===== src/pic_pkg.sv =====
// package: register map, field layout and types of the interrupt controller
package pic_pkg;
  // register byte addresses
  localparam logic [31:0] CPU_IRQ_PENDING_ADDR = 32'h71E0_0000;
  localparam logic [31:0] CPU_IRQ_CLEAR_ADDR = 32'h71E0_0004;
  localparam logic [31:0] CPU_SOFT_IRQ_SET_ADDR = 32'h71E0_0008;
  localparam logic [31:0] SYS_IRQ_PENDING_ADDR = 32'h71E1_0000;
  localparam logic [31:0] SYS_IRQ_MASK_ADDR = 32'h71E1_0004;
  localparam logic [31:0] SYS_IRQ_MASK_CLEAR_ADDR = 32'h71E1_0008;
  localparam logic [31:0] SYS_IRQ_MASK_SET_ADDR = 32'h71E1_000C;
  localparam logic [31:0] EVT_STATUS_ADDR = 32'h71E1_0010;
  localparam logic [31:0] EVT_CLEAR_ADDR = 32'h71E1_0014;
  localparam logic [31:0] EVT_ENABLE_ADDR = 32'h71E1_0018;
  localparam int NUM_REGS = 10;

  // processor register layout: software level n at SOFT_LSB+n, hardware at n
  localparam int SOFT_LSB = 16;
  localparam int LEVEL15_CLEAR_POS = 15;

  // system mask / pending field positions
  localparam int GLOBAL_DISABLE_POS = 31;
  localparam int MODULE_ERROR_POS = 30;
  localparam int FLOPPY_POS = 22;
  localparam int SYS_TIMER_POS = 19;
  localparam int DISK_BUS_POS = 18;
  localparam int NETWORK_POS = 16;
  localparam int SERIAL_POS = 15;
  localparam int KBD_MOUSE_POS = 14;
  localparam int EXP_LSB = 7;

  // fixed request levels
  localparam int LVL_SYS_TIMER = 10;
  localparam int LVL_FLOPPY = 11;
  localparam int LVL_SERIAL = 12;
  localparam int LVL_AUDIO = 13;
  localparam int LVL_CPU_TIMER = 14;
  localparam int LVL_PARALLEL = 3;
  localparam int LVL_DISK_BUS = 4;
  localparam int LVL_NETWORK = 6;
  localparam int LVL_ERROR = 15;
  // expansion request i (1..7) level in nibble i-1
  localparam logic [27:0] EXP_LVL_MAP = 28'hDB9_7532;

  // reset values and implemented bits
  localparam logic [31:0] SYS_IMPL_BITS = 32'hC04D_FF80;
  localparam logic [31:0] SYS_MASK_RST = SYS_IMPL_BITS;
  localparam logic [15:1] SOFT_RST = 15'h0000;
  localparam logic [31:0] EVT_RST = 32'h0000_0000;

  // bus handshake states
  typedef enum logic [2:0] {
    ST_IDLE = 3'b001,
    ST_ACC = 3'b010,
    ST_RSP = 3'b100
  } pic_bus_st_t;

  typedef struct packed {
    logic psel;
    logic penable;
    logic pwrite;
    logic [31:0] paddr;
    logic [31:0] pwdata;
  } pic_apb_req_t;

  typedef struct packed {
    logic [31:0] prdata;
    logic pready;
    logic pslverr;
  } pic_apb_rsp_t;

  // hardware request inputs, all active high levels
  typedef struct packed {
    logic sys_timer;
    logic floppy;
    logic serial;
    logic kbd_mouse;
    logic audio;
    logic cpu_timer;
    logic parallel;
    logic disk_bus;
    logic network;
    logic hw_error;
    logic power_down;
    logic [7:1] expansion;
  } pic_src_t;
endpackage : pic_pkg


===== src/pic_ctrl.sv =====
// priority interrupt controller with an APB register slave
//
// Summary of operation
// - current request given to processor as 4-bit encoded level, zero means none
// - software request available on each of levels 1 to 15
// - timer 10, floppy 11, serial/keyboard/mouse 12, audio 13, cpu timer 14
// - expansion requests 1..7 go to levels 2,3,5,7,9,11,13, system bits 13:7
// - parallel port level 3, disk bus level 4, network level 6
// - hardware errors and power-down request raise level 15
// - processor pending register shows software and hardware bits per level
// - clear location clears software bits written one and level 15 latch
// - set location sets software bits written one, raising that level
// - system group enables and clears each hardware request except audio, cpu timer and parallel port
// - mask bit 31 disables all interrupt levels, reserved in system pending
// - module error bit 30, floppy bit 22, level-10 timer bit 19
// - disk bus 18, network 16, serial 15, keyboard/mouse 14, 6:0 reserved
// - mask read at one word, changed via adjacent clear and set words
`timescale 1ns/1ps
`default_nettype none

module pic_ctrl
  import pic_pkg::*;
(
  // clock and reset
  input wire logic I_CLK,
  input wire logic I_RST,
  // register bus
  input wire pic_apb_req_t I_APB,
  output pic_apb_rsp_t O_APB,
  // hardware request sources
  input wire pic_src_t I_SRC,
  // processor and interrupt outputs
  output logic [3:0] O_CPU_IRQ_LEVEL,
  output logic O_IRQ
);

  // one-hot register select from a byte address
  function automatic logic [NUM_REGS-1:0] reg_sel(input logic [31:0] a);
    logic [NUM_REGS-1:0] s;
    s = '0;
    s[0] = (a == CPU_IRQ_PENDING_ADDR);
    s[1] = (a == CPU_IRQ_CLEAR_ADDR);
    s[2] = (a == CPU_SOFT_IRQ_SET_ADDR);
    s[3] = (a == SYS_IRQ_PENDING_ADDR);
    s[4] = (a == SYS_IRQ_MASK_ADDR);
    s[5] = (a == SYS_IRQ_MASK_CLEAR_ADDR);
    s[6] = (a == SYS_IRQ_MASK_SET_ADDR);
    s[7] = (a == EVT_STATUS_ADDR);
    s[8] = (a == EVT_CLEAR_ADDR);
    s[9] = (a == EVT_ENABLE_ADDR);
    return s;
  endfunction : reg_sel

  // highest set level of a request vector, zero when none
  function automatic logic [3:0] top_level(input logic [15:1] req);
    logic [3:0] lvl;
    lvl = 4'h0;
    for (int n = 1; n <= 15; n++) begin
      if (req[n]) begin
        lvl = 4'(n);
      end
    end
    return lvl;
  endfunction : top_level

  // state
  pic_src_t src_q;
  logic [31:0] sys_prev_q;
  logic err15_q;
  logic [15:1] soft_q;
  logic [31:0] mask_q;
  logic [31:0] evt_stat_q;
  logic [31:0] evt_en_q;
  pic_bus_st_t st_q;
  pic_bus_st_t st_d;
  pic_apb_rsp_t rsp_q;
  logic [3:0] level_q;
  logic irq_q;

  // derived
  logic [31:0] sys_pend;
  logic [31:0] sys_on;
  logic [15:1] hw_lvl;
  logic [15:1] req_all;
  logic [31:0] cpu_pend;
  logic [31:0] evt_set;
  logic [31:0] evt_stat_d;
  logic [NUM_REGS-1:0] sel;
  logic wr_fire;
  logic [31:0] rd_data;

  // sample the request levels once so all state sees the same copy
  always_ff @(posedge I_CLK) begin
    if (I_RST) begin
      src_q <= '0;
    end else begin
      src_q <= I_SRC;
    end
  end

  // level-15 latch: errors and power-down are held until cleared
  always_ff @(posedge I_CLK) begin
    if (I_RST) begin
      err15_q <= 1'b0;
    end else if (src_q.hw_error || src_q.power_down) begin
      err15_q <= 1'b1;
    end else if (wr_fire && sel[1] && I_APB.pwdata[LEVEL15_CLEAR_POS]) begin
      err15_q <= 1'b0;
    end
  end

  // system pending word; reserved bits stay zero
  always_comb begin
    sys_pend = '0;
    sys_pend[MODULE_ERROR_POS] = err15_q;
    sys_pend[FLOPPY_POS] = src_q.floppy;
    sys_pend[SYS_TIMER_POS] = src_q.sys_timer;
    sys_pend[DISK_BUS_POS] = src_q.disk_bus;
    sys_pend[NETWORK_POS] = src_q.network;
    sys_pend[SERIAL_POS] = src_q.serial;
    sys_pend[KBD_MOUSE_POS] = src_q.kbd_mouse;
    sys_pend[EXP_LSB +: 7] = src_q.expansion;
  end

  // a set mask bit blocks that source's level; bit 31 blocks every level, but not the event line
  assign sys_on = sys_pend & ~mask_q;

  // route enabled sources onto their fixed levels
  always_comb begin
    hw_lvl = '0;
    hw_lvl[LVL_SYS_TIMER] = sys_on[SYS_TIMER_POS];
    hw_lvl[LVL_FLOPPY] = sys_on[FLOPPY_POS];
    hw_lvl[LVL_SERIAL] = sys_on[SERIAL_POS] | sys_on[KBD_MOUSE_POS];
    hw_lvl[LVL_AUDIO] = src_q.audio;
    hw_lvl[LVL_CPU_TIMER] = src_q.cpu_timer;
    hw_lvl[LVL_PARALLEL] = src_q.parallel;
    hw_lvl[LVL_DISK_BUS] = sys_on[DISK_BUS_POS];
    hw_lvl[LVL_NETWORK] = sys_on[NETWORK_POS];
    hw_lvl[LVL_ERROR] = sys_on[MODULE_ERROR_POS];
    // shared levels (3, 11, 13) are or-ed, not overwritten
    for (int i = 1; i <= 7; i++) begin
      if (sys_on[EXP_LSB+i-1]) begin
        hw_lvl[EXP_LVL_MAP[(i-1)*4 +: 4]] = 1'b1;
      end
    end
    if (mask_q[GLOBAL_DISABLE_POS]) begin
      hw_lvl = '0;
    end
  end

  // software requests are gated by the global disable as well
  assign req_all = mask_q[GLOBAL_DISABLE_POS] ? '0 : (soft_q | hw_lvl);

  // processor pending view: software above bit 16, hardware below
  always_comb begin
    cpu_pend = '0;
    cpu_pend[SOFT_LSB+1 +: 15] = soft_q;
    cpu_pend[15:1] = hw_lvl;
  end

  // software request bits
  always_ff @(posedge I_CLK) begin
    if (I_RST) begin
      soft_q <= SOFT_RST;
    end else if (wr_fire && sel[2]) begin
      soft_q <= soft_q | I_APB.pwdata[SOFT_LSB+1 +: 15];
    end else if (wr_fire && sel[1]) begin
      soft_q <= soft_q & ~I_APB.pwdata[SOFT_LSB+1 +: 15];
    end
  end

  // system mask: only the clear and set words change it
  always_ff @(posedge I_CLK) begin
    if (I_RST) begin
      mask_q <= SYS_MASK_RST;
    end else if (wr_fire && sel[5]) begin
      mask_q <= mask_q & ~(I_APB.pwdata & SYS_IMPL_BITS);
    end else if (wr_fire && sel[6]) begin
      mask_q <= mask_q | (I_APB.pwdata & SYS_IMPL_BITS);
    end
  end

  // rising edge of any system pending bit is an event
  always_ff @(posedge I_CLK) begin
    if (I_RST) begin
      sys_prev_q <= '0;
    end else begin
      sys_prev_q <= sys_pend;
    end
  end

  // one sticky flag per system bit; a new edge beats a clear
  generate
    for (genvar b = 0; b < 32; b++) begin : g_evt
      assign evt_set[b] = sys_pend[b] & ~sys_prev_q[b];
      always_comb begin
        evt_stat_d[b] = evt_stat_q[b];
        if (wr_fire && sel[8] && I_APB.pwdata[b]) begin
          evt_stat_d[b] = 1'b0;
        end
        if (evt_set[b]) begin
          evt_stat_d[b] = 1'b1;
        end
      end
    end
  endgenerate

  // event status and enable
  always_ff @(posedge I_CLK) begin
    if (I_RST) begin
      evt_stat_q <= EVT_RST;
      evt_en_q <= EVT_RST;
    end else begin
      evt_stat_q <= evt_stat_d;
      if (wr_fire && sel[9]) begin
        evt_en_q <= I_APB.pwdata & SYS_IMPL_BITS;
      end
    end
  end

  // interrupt line follows the enabled sticky flags
  always_ff @(posedge I_CLK) begin
    if (I_RST) begin
      irq_q <= 1'b0;
    end else begin
      irq_q <= |(evt_stat_d & evt_en_q);
    end
  end

  // encoded level, one clock behind the requests
  always_ff @(posedge I_CLK) begin
    if (I_RST) begin
      level_q <= 4'h0;
    end else begin
      level_q <= top_level(req_all);
    end
  end

  // bus decode; writes land only on the completing edge
  assign sel = reg_sel(I_APB.paddr);
  assign wr_fire = st_q[2] && I_APB.psel && I_APB.penable && I_APB.pwrite;

  // read mux; write-only words read as zero
  always_comb begin
    rd_data = '0;
    unique case (1'b1)
      sel[0]: rd_data = cpu_pend;
      sel[3]: rd_data = sys_pend;
      sel[4]: rd_data = mask_q;
      sel[7]: rd_data = evt_stat_q;
      sel[9]: rd_data = evt_en_q;
      default: rd_data = '0;
    endcase
  end

  // handshake: one wait cycle so every answer comes from a flop
  always_comb begin
    st_d = st_q;
    case (st_q)
      ST_IDLE: begin
        if (I_APB.psel && !I_APB.penable) begin
          st_d = ST_ACC;
        end
      end
      ST_ACC: begin
        st_d = ST_RSP;
      end
      ST_RSP: begin
        st_d = ST_IDLE;
      end
      default: begin
        st_d = ST_IDLE;
      end
    endcase
  end

  always_ff @(posedge I_CLK) begin
    if (I_RST) begin
      st_q <= ST_IDLE;
    end else begin
      st_q <= st_d;
    end
  end

  // response: data caught in setup, ready raised for exactly one cycle
  always_ff @(posedge I_CLK) begin
    if (I_RST) begin
      rsp_q <= '0;
    end else begin
      case (st_q)
        ST_IDLE: begin
          if (I_APB.psel && !I_APB.penable) begin
            rsp_q.prdata <= I_APB.pwrite ? 32'h0000_0000 : rd_data;
            rsp_q.pslverr <= 1'b0;
          end
          rsp_q.pready <= 1'b0;
        end
        ST_ACC: begin
          rsp_q.pready <= 1'b1;
          rsp_q.pslverr <= ~|sel; // unmapped address
        end
        default: begin
          rsp_q.pready <= 1'b0;
          rsp_q.pslverr <= 1'b0;
        end
      endcase
    end
  end

  // outputs straight from flops
  assign O_APB = rsp_q;
  assign O_CPU_IRQ_LEVEL = level_q;
  assign O_IRQ = irq_q;

endmodule : pic_ctrl

`default_nettype wire


===== config.mk =====
export PLATFORM = sky130hd
export DESIGN_NAME = pic_ctrl
export DESIGN_NICKNAME = d
export VERILOG_FILES = /design/src/pic_pkg.sv /design/src/pic_ctrl.sv
export SDC_FILE = /design/constraint.sdc
export NUM_CORES = 1
export LEC_CHECK = 0
export ABC_AREA = 1
export BUFFER_PORTS_ARGS = -buffer_cell sky130_fd_sc_hd__buf_4
export CAP_MARGIN = 20
export CORE_ASPECT_RATIO = 0.7
export CORE_MARGIN = 2
export CORE_UTILIZATION = 40
export CTS_BUF_LIST = sky130_fd_sc_hd__clkbuf_4
export CTS_CLUSTER_SIZE = 8
export DETAILED_ROUTE_END_ITERATION = 12
export GPL_TIMING_DRIVEN = 1
export PLACE_DENSITY_LB_ADDON = 0.15
export SLEW_MARGIN = 20
export SYNTH_ARGS = -nofsm -noshare
export SYNTH_HDL_FRONTEND = slang
export SYNTH_SLANG_ARGS = --single-unit

===== constraint.sdc =====
create_clock -name I_CLK -period 1.5 [get_ports I_CLK]
set_clock_uncertainty 0.05 [all_clocks]
set_input_delay 0.225 -clock I_CLK [delete_from_list [all_inputs] [get_ports I_CLK]]
set_output_delay 0.225 -clock I_CLK [all_outputs]
set_load 0.05 [all_outputs]

* Word level (Yosys, flattened, before mapping) *
Cells that the tools add are included.
Widths: inputs -> output; s select.

cells by class
  reduce and logical (&&, ||, !) cells = 52
  bitwise gates (word level) = 39
  eq/ne operators = 13
  multiplexer cells = 82

operator list
  kind                  count
  $eq 32x31->1 const B  10
  $pmux 32 s5           1
  $mux 32               3
  $and 32x32->32        2
  $mux 15               4
  $mux 1                57
  $mux 4                14
  $logic_and 1x1->1     43
  $not 32->32           1
  $or 32x32->32         1
  $reduce_or 32->1      1
  $and 31x31->31        1
  $not 31->31           1
  $or 15x15->15         2
  $and 15x15->15        1
  $not 15->15           1
  $and 1x1->1           14
  $not 1->1             14
  $reduce_or 10->1      1
  $pmux 3 s2            1
  $reduce_bool 2->1     3
  $pmux 2 s2            1
  $eq 3x1->1 const B    1
  $eq 3x2->1 const B    1
  6 further kinds       7

storage, ports and cells
  bits in registers = 169
  output and inout bits = 39

* Logic depth before layout (Yosys ltp) *
  depth in word-level cells = 21
  gate-level depth with buffers = 17
  gate-level depth less buffers = 17

* Worst setup path after synthesis *
Ideal clock, no wire load.

  kind = input port to flip-flop
  start point = input I_APB[63] in the netlist's numbering
  end point = register evt_en_q[11]
  arrival = 1470 ps
  setup slack = -137 ps
  buffers on the path = 1
  required time = 1332 ps
  cell stages on the path = 11
  setup time = 118 ps
  path through = inv_1 > nand2_1 > nor2_2 > nand3_4 > nor3_4 > nand2_4 > nor2_8 > inv_4 > buf_6 > o21ai_1 > a21oi_2

between the ends
  cells in the longest elaborated chain, start to end = 2

RTL lines
  element                 RTL line         source
  start: declaration      pic_ctrl.sv:28   input wire pic_apb_req_t I_APB,
  $eq 32x31->1            pic_ctrl.sv:50   s[9] = (a == EVT_ENABLE_ADDR);
  $logic_and 1x1->1       pic_ctrl.sv:215  if (wr_fire && sel[9]) begin
  end signal: assignment  pic_ctrl.sv:216  evt_en_q <= I_APB.pwdata & SYS_IMPL_BITS;
  end: declaration        pic_ctrl.sv:73   logic [31:0] evt_en_q;

No other way between the ends.
A chain may end at the register's enable or synchronous reset.

* Final worst setup path *
  start point = register st_q[2]
  end point = register rsp_q (netlist bit O_APB[27])

between the ends
  cells in the longest elaborated chain, start to end = 2

RTL lines
  element                     RTL line         source
  start: declaration          pic_ctrl.sv:74   pic_bus_st_t st_q;
  start signal: assignment    pic_ctrl.sv:281  st_q <= st_d;
  $eq 3x1->1                  pic_ctrl.sv:290  case (st_q)
  $reduce_and 2->1 (no line)  --
  end: declaration            pic_ctrl.sv:76   pic_apb_rsp_t rsp_q;

No other way between the ends.

==> impl_summary.md <==
Floorplanning
The count of boundary I/O pins is 126. The floorplan step set the die width to 151.7 um. The count of standard-cell rows is 37. The initial utilization of the core area, before any placement, comes to 0.4123. The die footprint is 16290 um^2. The area of the core is 14810 um^2. The floorplan die height is 107.4 um.

Layout
After filler insertion, the fill cell instance count of the layout stands at 1325. The total inserted antenna cells is 0. The final net count is 1196. The signed area change from the synthesized netlist to the final layout is 56.06%.

The fraction of layout instances using a drive strength above 1 is 0.3948. After routing the design area is 9533 um^2.

Worst setup path
Grouping stages by cell kind, the critical path spends the most delay in buffers and inverters. Measured in cells, the most critical reg-to-reg path has a length of 9. The arrival time reported for the critical path endpoint is 2.13 ns. STA classifies the critical path startpoint as a flop. The signal on the critical path passes through buf_4 -> buf_6 -> nor2_4 -> nand3_4 -> nor2_4 -> buf_6 -> buf_16 -> nand3_2 -> a21oi_2.

The worst setup path is captured at a flop. The worst endpoint required time is 1.94 ns. The critical path capture point is O_APB[27]$_SDFFE_PP0P_. The worst reg2reg path startpoint is st_q[2]$_SDFFE_PP0P_. Across all register-to-register paths, the minimum setup slack is -0.19 ns.

For this run, the slowest stage of the critical path takes 0.36 ns. The path length in cells of the critical path is 9. The endpoint identified for the worst register-to-register timing path is O_APB[27]$_SDFFE_PP0P_. The number of buffers and inverters on the critical path is 4. The kind of critical path is flop to flop. The critical-path maximum fanout is 6. On the critical path, the stage with the largest delay is an instance of dfxtp_2. The most critical setup path has its startpoint at st_q[2]$_SDFFE_PP0P_.

Timing
The number of pins with negative max-slew slack in the final report is 0. The final number of setup-violating endpoints is 57. Of the available clock period, the critical path in the final layout requires 1.123.

The transition time at the pin with the least slew margin is 0.5107 ns. The worst-case headroom to the max-slew limit is 0.6564. The time the final worst path needs with I/O delays and setup is 1.685 ns.

The final worst-path setup slack is -0.1852 ns. The fmax is 0.5934 GHz. Hold is met by 0.04866 ns. The final hold violation count came to 0. Setup repair after global routing could not meet its margin everywhere.

Detailed routing
The number of iterations in the first detailed-routing pass is 5. After detailed routing, the number of remaining DRC violations is 0. The post-detailed-routing wire length is 21.18 mm.

The post-route antenna net violation count is 0. The final route contains 6757 vias. The DRC violation total after the first TritonRoute iteration is 488.

The detailed-route vias per instance is 5.131. The wire length per cell is 16.08 um.

Clock tree
The TritonCTS buffer count is 17. The root buffer selected by CTS is clkbuf_4. The later pin in the worst-skew pair is clocked with a latency of 0.56 ns.

The clock tree from TritonCTS is built. The clock passes through at most 2 buffers. For this design, the sink count on the clock tree is 133.

The depth of the CTS H-tree is 4. Clock-pin slew was measured on the worst setup and hold paths at 0.13 ns.

Run status
The final reports fail on setup timing. The run finished, with violations left.

Power and ir drop
The leakage power is 0.004086 uW. The power density over the cells is 769.7 nW/um^2. The maximum ir drop on the vdd rail is 520.5 uV. The power after layout is 7337 uW.

Place
The total of buffers placed on input and output ports is 116. The post-place instance area is 7995 um^2. The placed wire-length estimate is 14.32 mm. At the end of routability-driven placement, the weighted congestion stood at 0.9051.

The post-place setup slack is -0.5362 ns.

Global route
Entering global routing, the biggest net connects 75 pins. The total routing resource utilization after global routing is 0.2608. The number of antenna violations at the first check in global routing was 0. The global-route congestion overflow total is 0. The via count of the first global-routing pass is 6341. The first-pass GRT wire length is 32.79 mm.

Synth
The number of synthesized flops with an enable pin is 0. The xor-xnor portion of the synthesized cell area is 0. The post-synthesis sequential element count is 133.

The most frequently used flop master after synthesis is dfxtp_1. The commonest cells after synthesis are nand2_1 (187), dfxtp_1 (133), inv_1 (88). The share of synthesized area in the top cell type comes to 0.4359. The simple-gate portion of the synthesized area is 0.3005.

The average instance area after synthesis is 7.281 um^2. The main combinational cell family by area after synthesis is simple AND/OR/NAND/NOR gates. dfxtp_1 takes more of the synthesized area than any other cell. The synthesized instance count is 839.

The most repeated cell in the gate-level netlist after synthesis is nand2_1. Synthesis instantiated 47 different standard cells from the library. The count of synthesis-stage warnings from yosys is 0. Sorting the synthesized cells by area gives the leading types as dfxtp_1 (44%), nand2_1 (11%), a21oi_1 (5.6%), inv_1 (5.4%), nor2_1 (5.0%). The sequential element share of the synthesized area is 0.4359. Of the total synthesized cell area, the portion taken by full adders, half adders and majority gates is 0. The post-synthesis compound-gate area fraction came to 0.1688. The portion of synthesized area spent on multiplexers is 0. The summed instance area of the synthesized netlist is 6108 um^2. The share of synthesized registers carrying an async set or reset is 0.

Flow run
The max-capacitance violation count is 0.

Worst hold path
The min-delay analysis places its worst path in the category primary input to flop.
## layer usage
metal  track usage  share of wire  vias up
met2        0.3954           0.45      241
met3       0.05339          0.072       25
li1              -              -     3329
met1        0.3795           0.47     3162
met5             0              0        -
met4       0.06217         0.0098        0
## area by class of cell
class	instances	area, um^2	share of cell area
Clock buffer	18	135.1	0.01418
Clock inverter	14	209.0	0.02192
Inverter	92	372.9	0.03911
Multi-Input combinational cell	575	3410	0.3577
Sequential cell	133	2671	0.2802
Tap cell	195	244.0	0.02559
Timing Repair Buffer	290	2491	0.2613
## metrics by stage
stage | util | TNS, ns | instances
6_report | 0.6435 | -4.133 | 1317
5_1_grt | 0.6435 | -7.714 | 1317
4_1_cts | 0.6096 | -1.018 | 1308
3_5_place_dp | 0.5397 | -33.16 | 1220
3_3_place_gp | 0.5397 | -33.79 | 1220
2_1_floorplan | - | -1.659 | 840
## logic make-up after synthesis
family	Yosys count
other	1
AO/OA/AOI/OAI	174
AND/OR/NAND/NOR	399
buffers and inverters	132
flip-flops	133
## tightest hold or removal path: stages
cell and delay, ns:
buf_4 0.10, buf_4 0.12, nand2_1 0.05, nand3_1 0.07, a21oi_1 0.06
## cell usage in the layout (no fill, tap or decap), types with 3 or more instances in the layout
cell type,Yosys,final
o21ai_0,38,10
nor4_1,4,4
nand2_1,187,167
buf_12,0,6
nand3_1,55,37
inv_4,1,4
nand2_2,2,18
nand2_4,1,5
or2_2,14,14
o311ai_1,10,11
clkinv_4,0,4
o21ai_1,19,28
buf_4,6,218
dlygate4sd3_1,0,46
inv_2,2,9
inv_1,88,76
nand4_1,20,20
buf_6,6,17
buf_16,0,3
a21oi_2,9,22
nor2_1,81,63
nor2_4,2,11
a211oi_1,4,4
o2111ai_1,8,8
o31ai_2,0,4
o21ai_2,2,19
nor2_2,5,14
dfxtp_1,133,126
a21oi_1,68,54
bufinv_16,0,5
nor3_2,3,5
nor3_1,13,10
clkbuf_4,0,18
nand3_2,1,10
nand3_4,1,10
dfxtp_2,0,7
## how the worst min path moves through the flow
stage,start,endpoint,slack [ns],cells after the start
floorplan,I_SRC[0],src_q[0]$_SDFF_PP0_,0.28,2
global placement,I_SRC[17],src_q[17]$_SDFF_PP0_,0.38,3
detailed placement,I_SRC[5],src_q[5]$_SDFF_PP0_,0.38,3
CTS,I_APB[66],O_APB[0]$_SDFFE_PP0P_,0.03,5
global route,I_APB[66],O_APB[0]$_SDFFE_PP0P_,0.05,5
finish,I_APB[66],O_APB[0]$_SDFFE_PP0P_,0.05,5
## timing repair
action                                  CTS  global route
pin swaps                                13            46
hold endpoints to repair                 69             0
resized for setup                        32           141
setup buffers                             7            10
endpoints found under the setup margin   47            65
hold buffers                             46             0
gates cloned                              3             0
## report_power, final
| group | internal, uW | switching [uW] | total [uW] |
|---|---|---|---|
| combinational | 403 | 403 | 806 |
| sequential | 3600 | 29.7 | 3630 |
| clock | 1500 | 1400 | 2900 |
(Power assumes the default switching activity.)
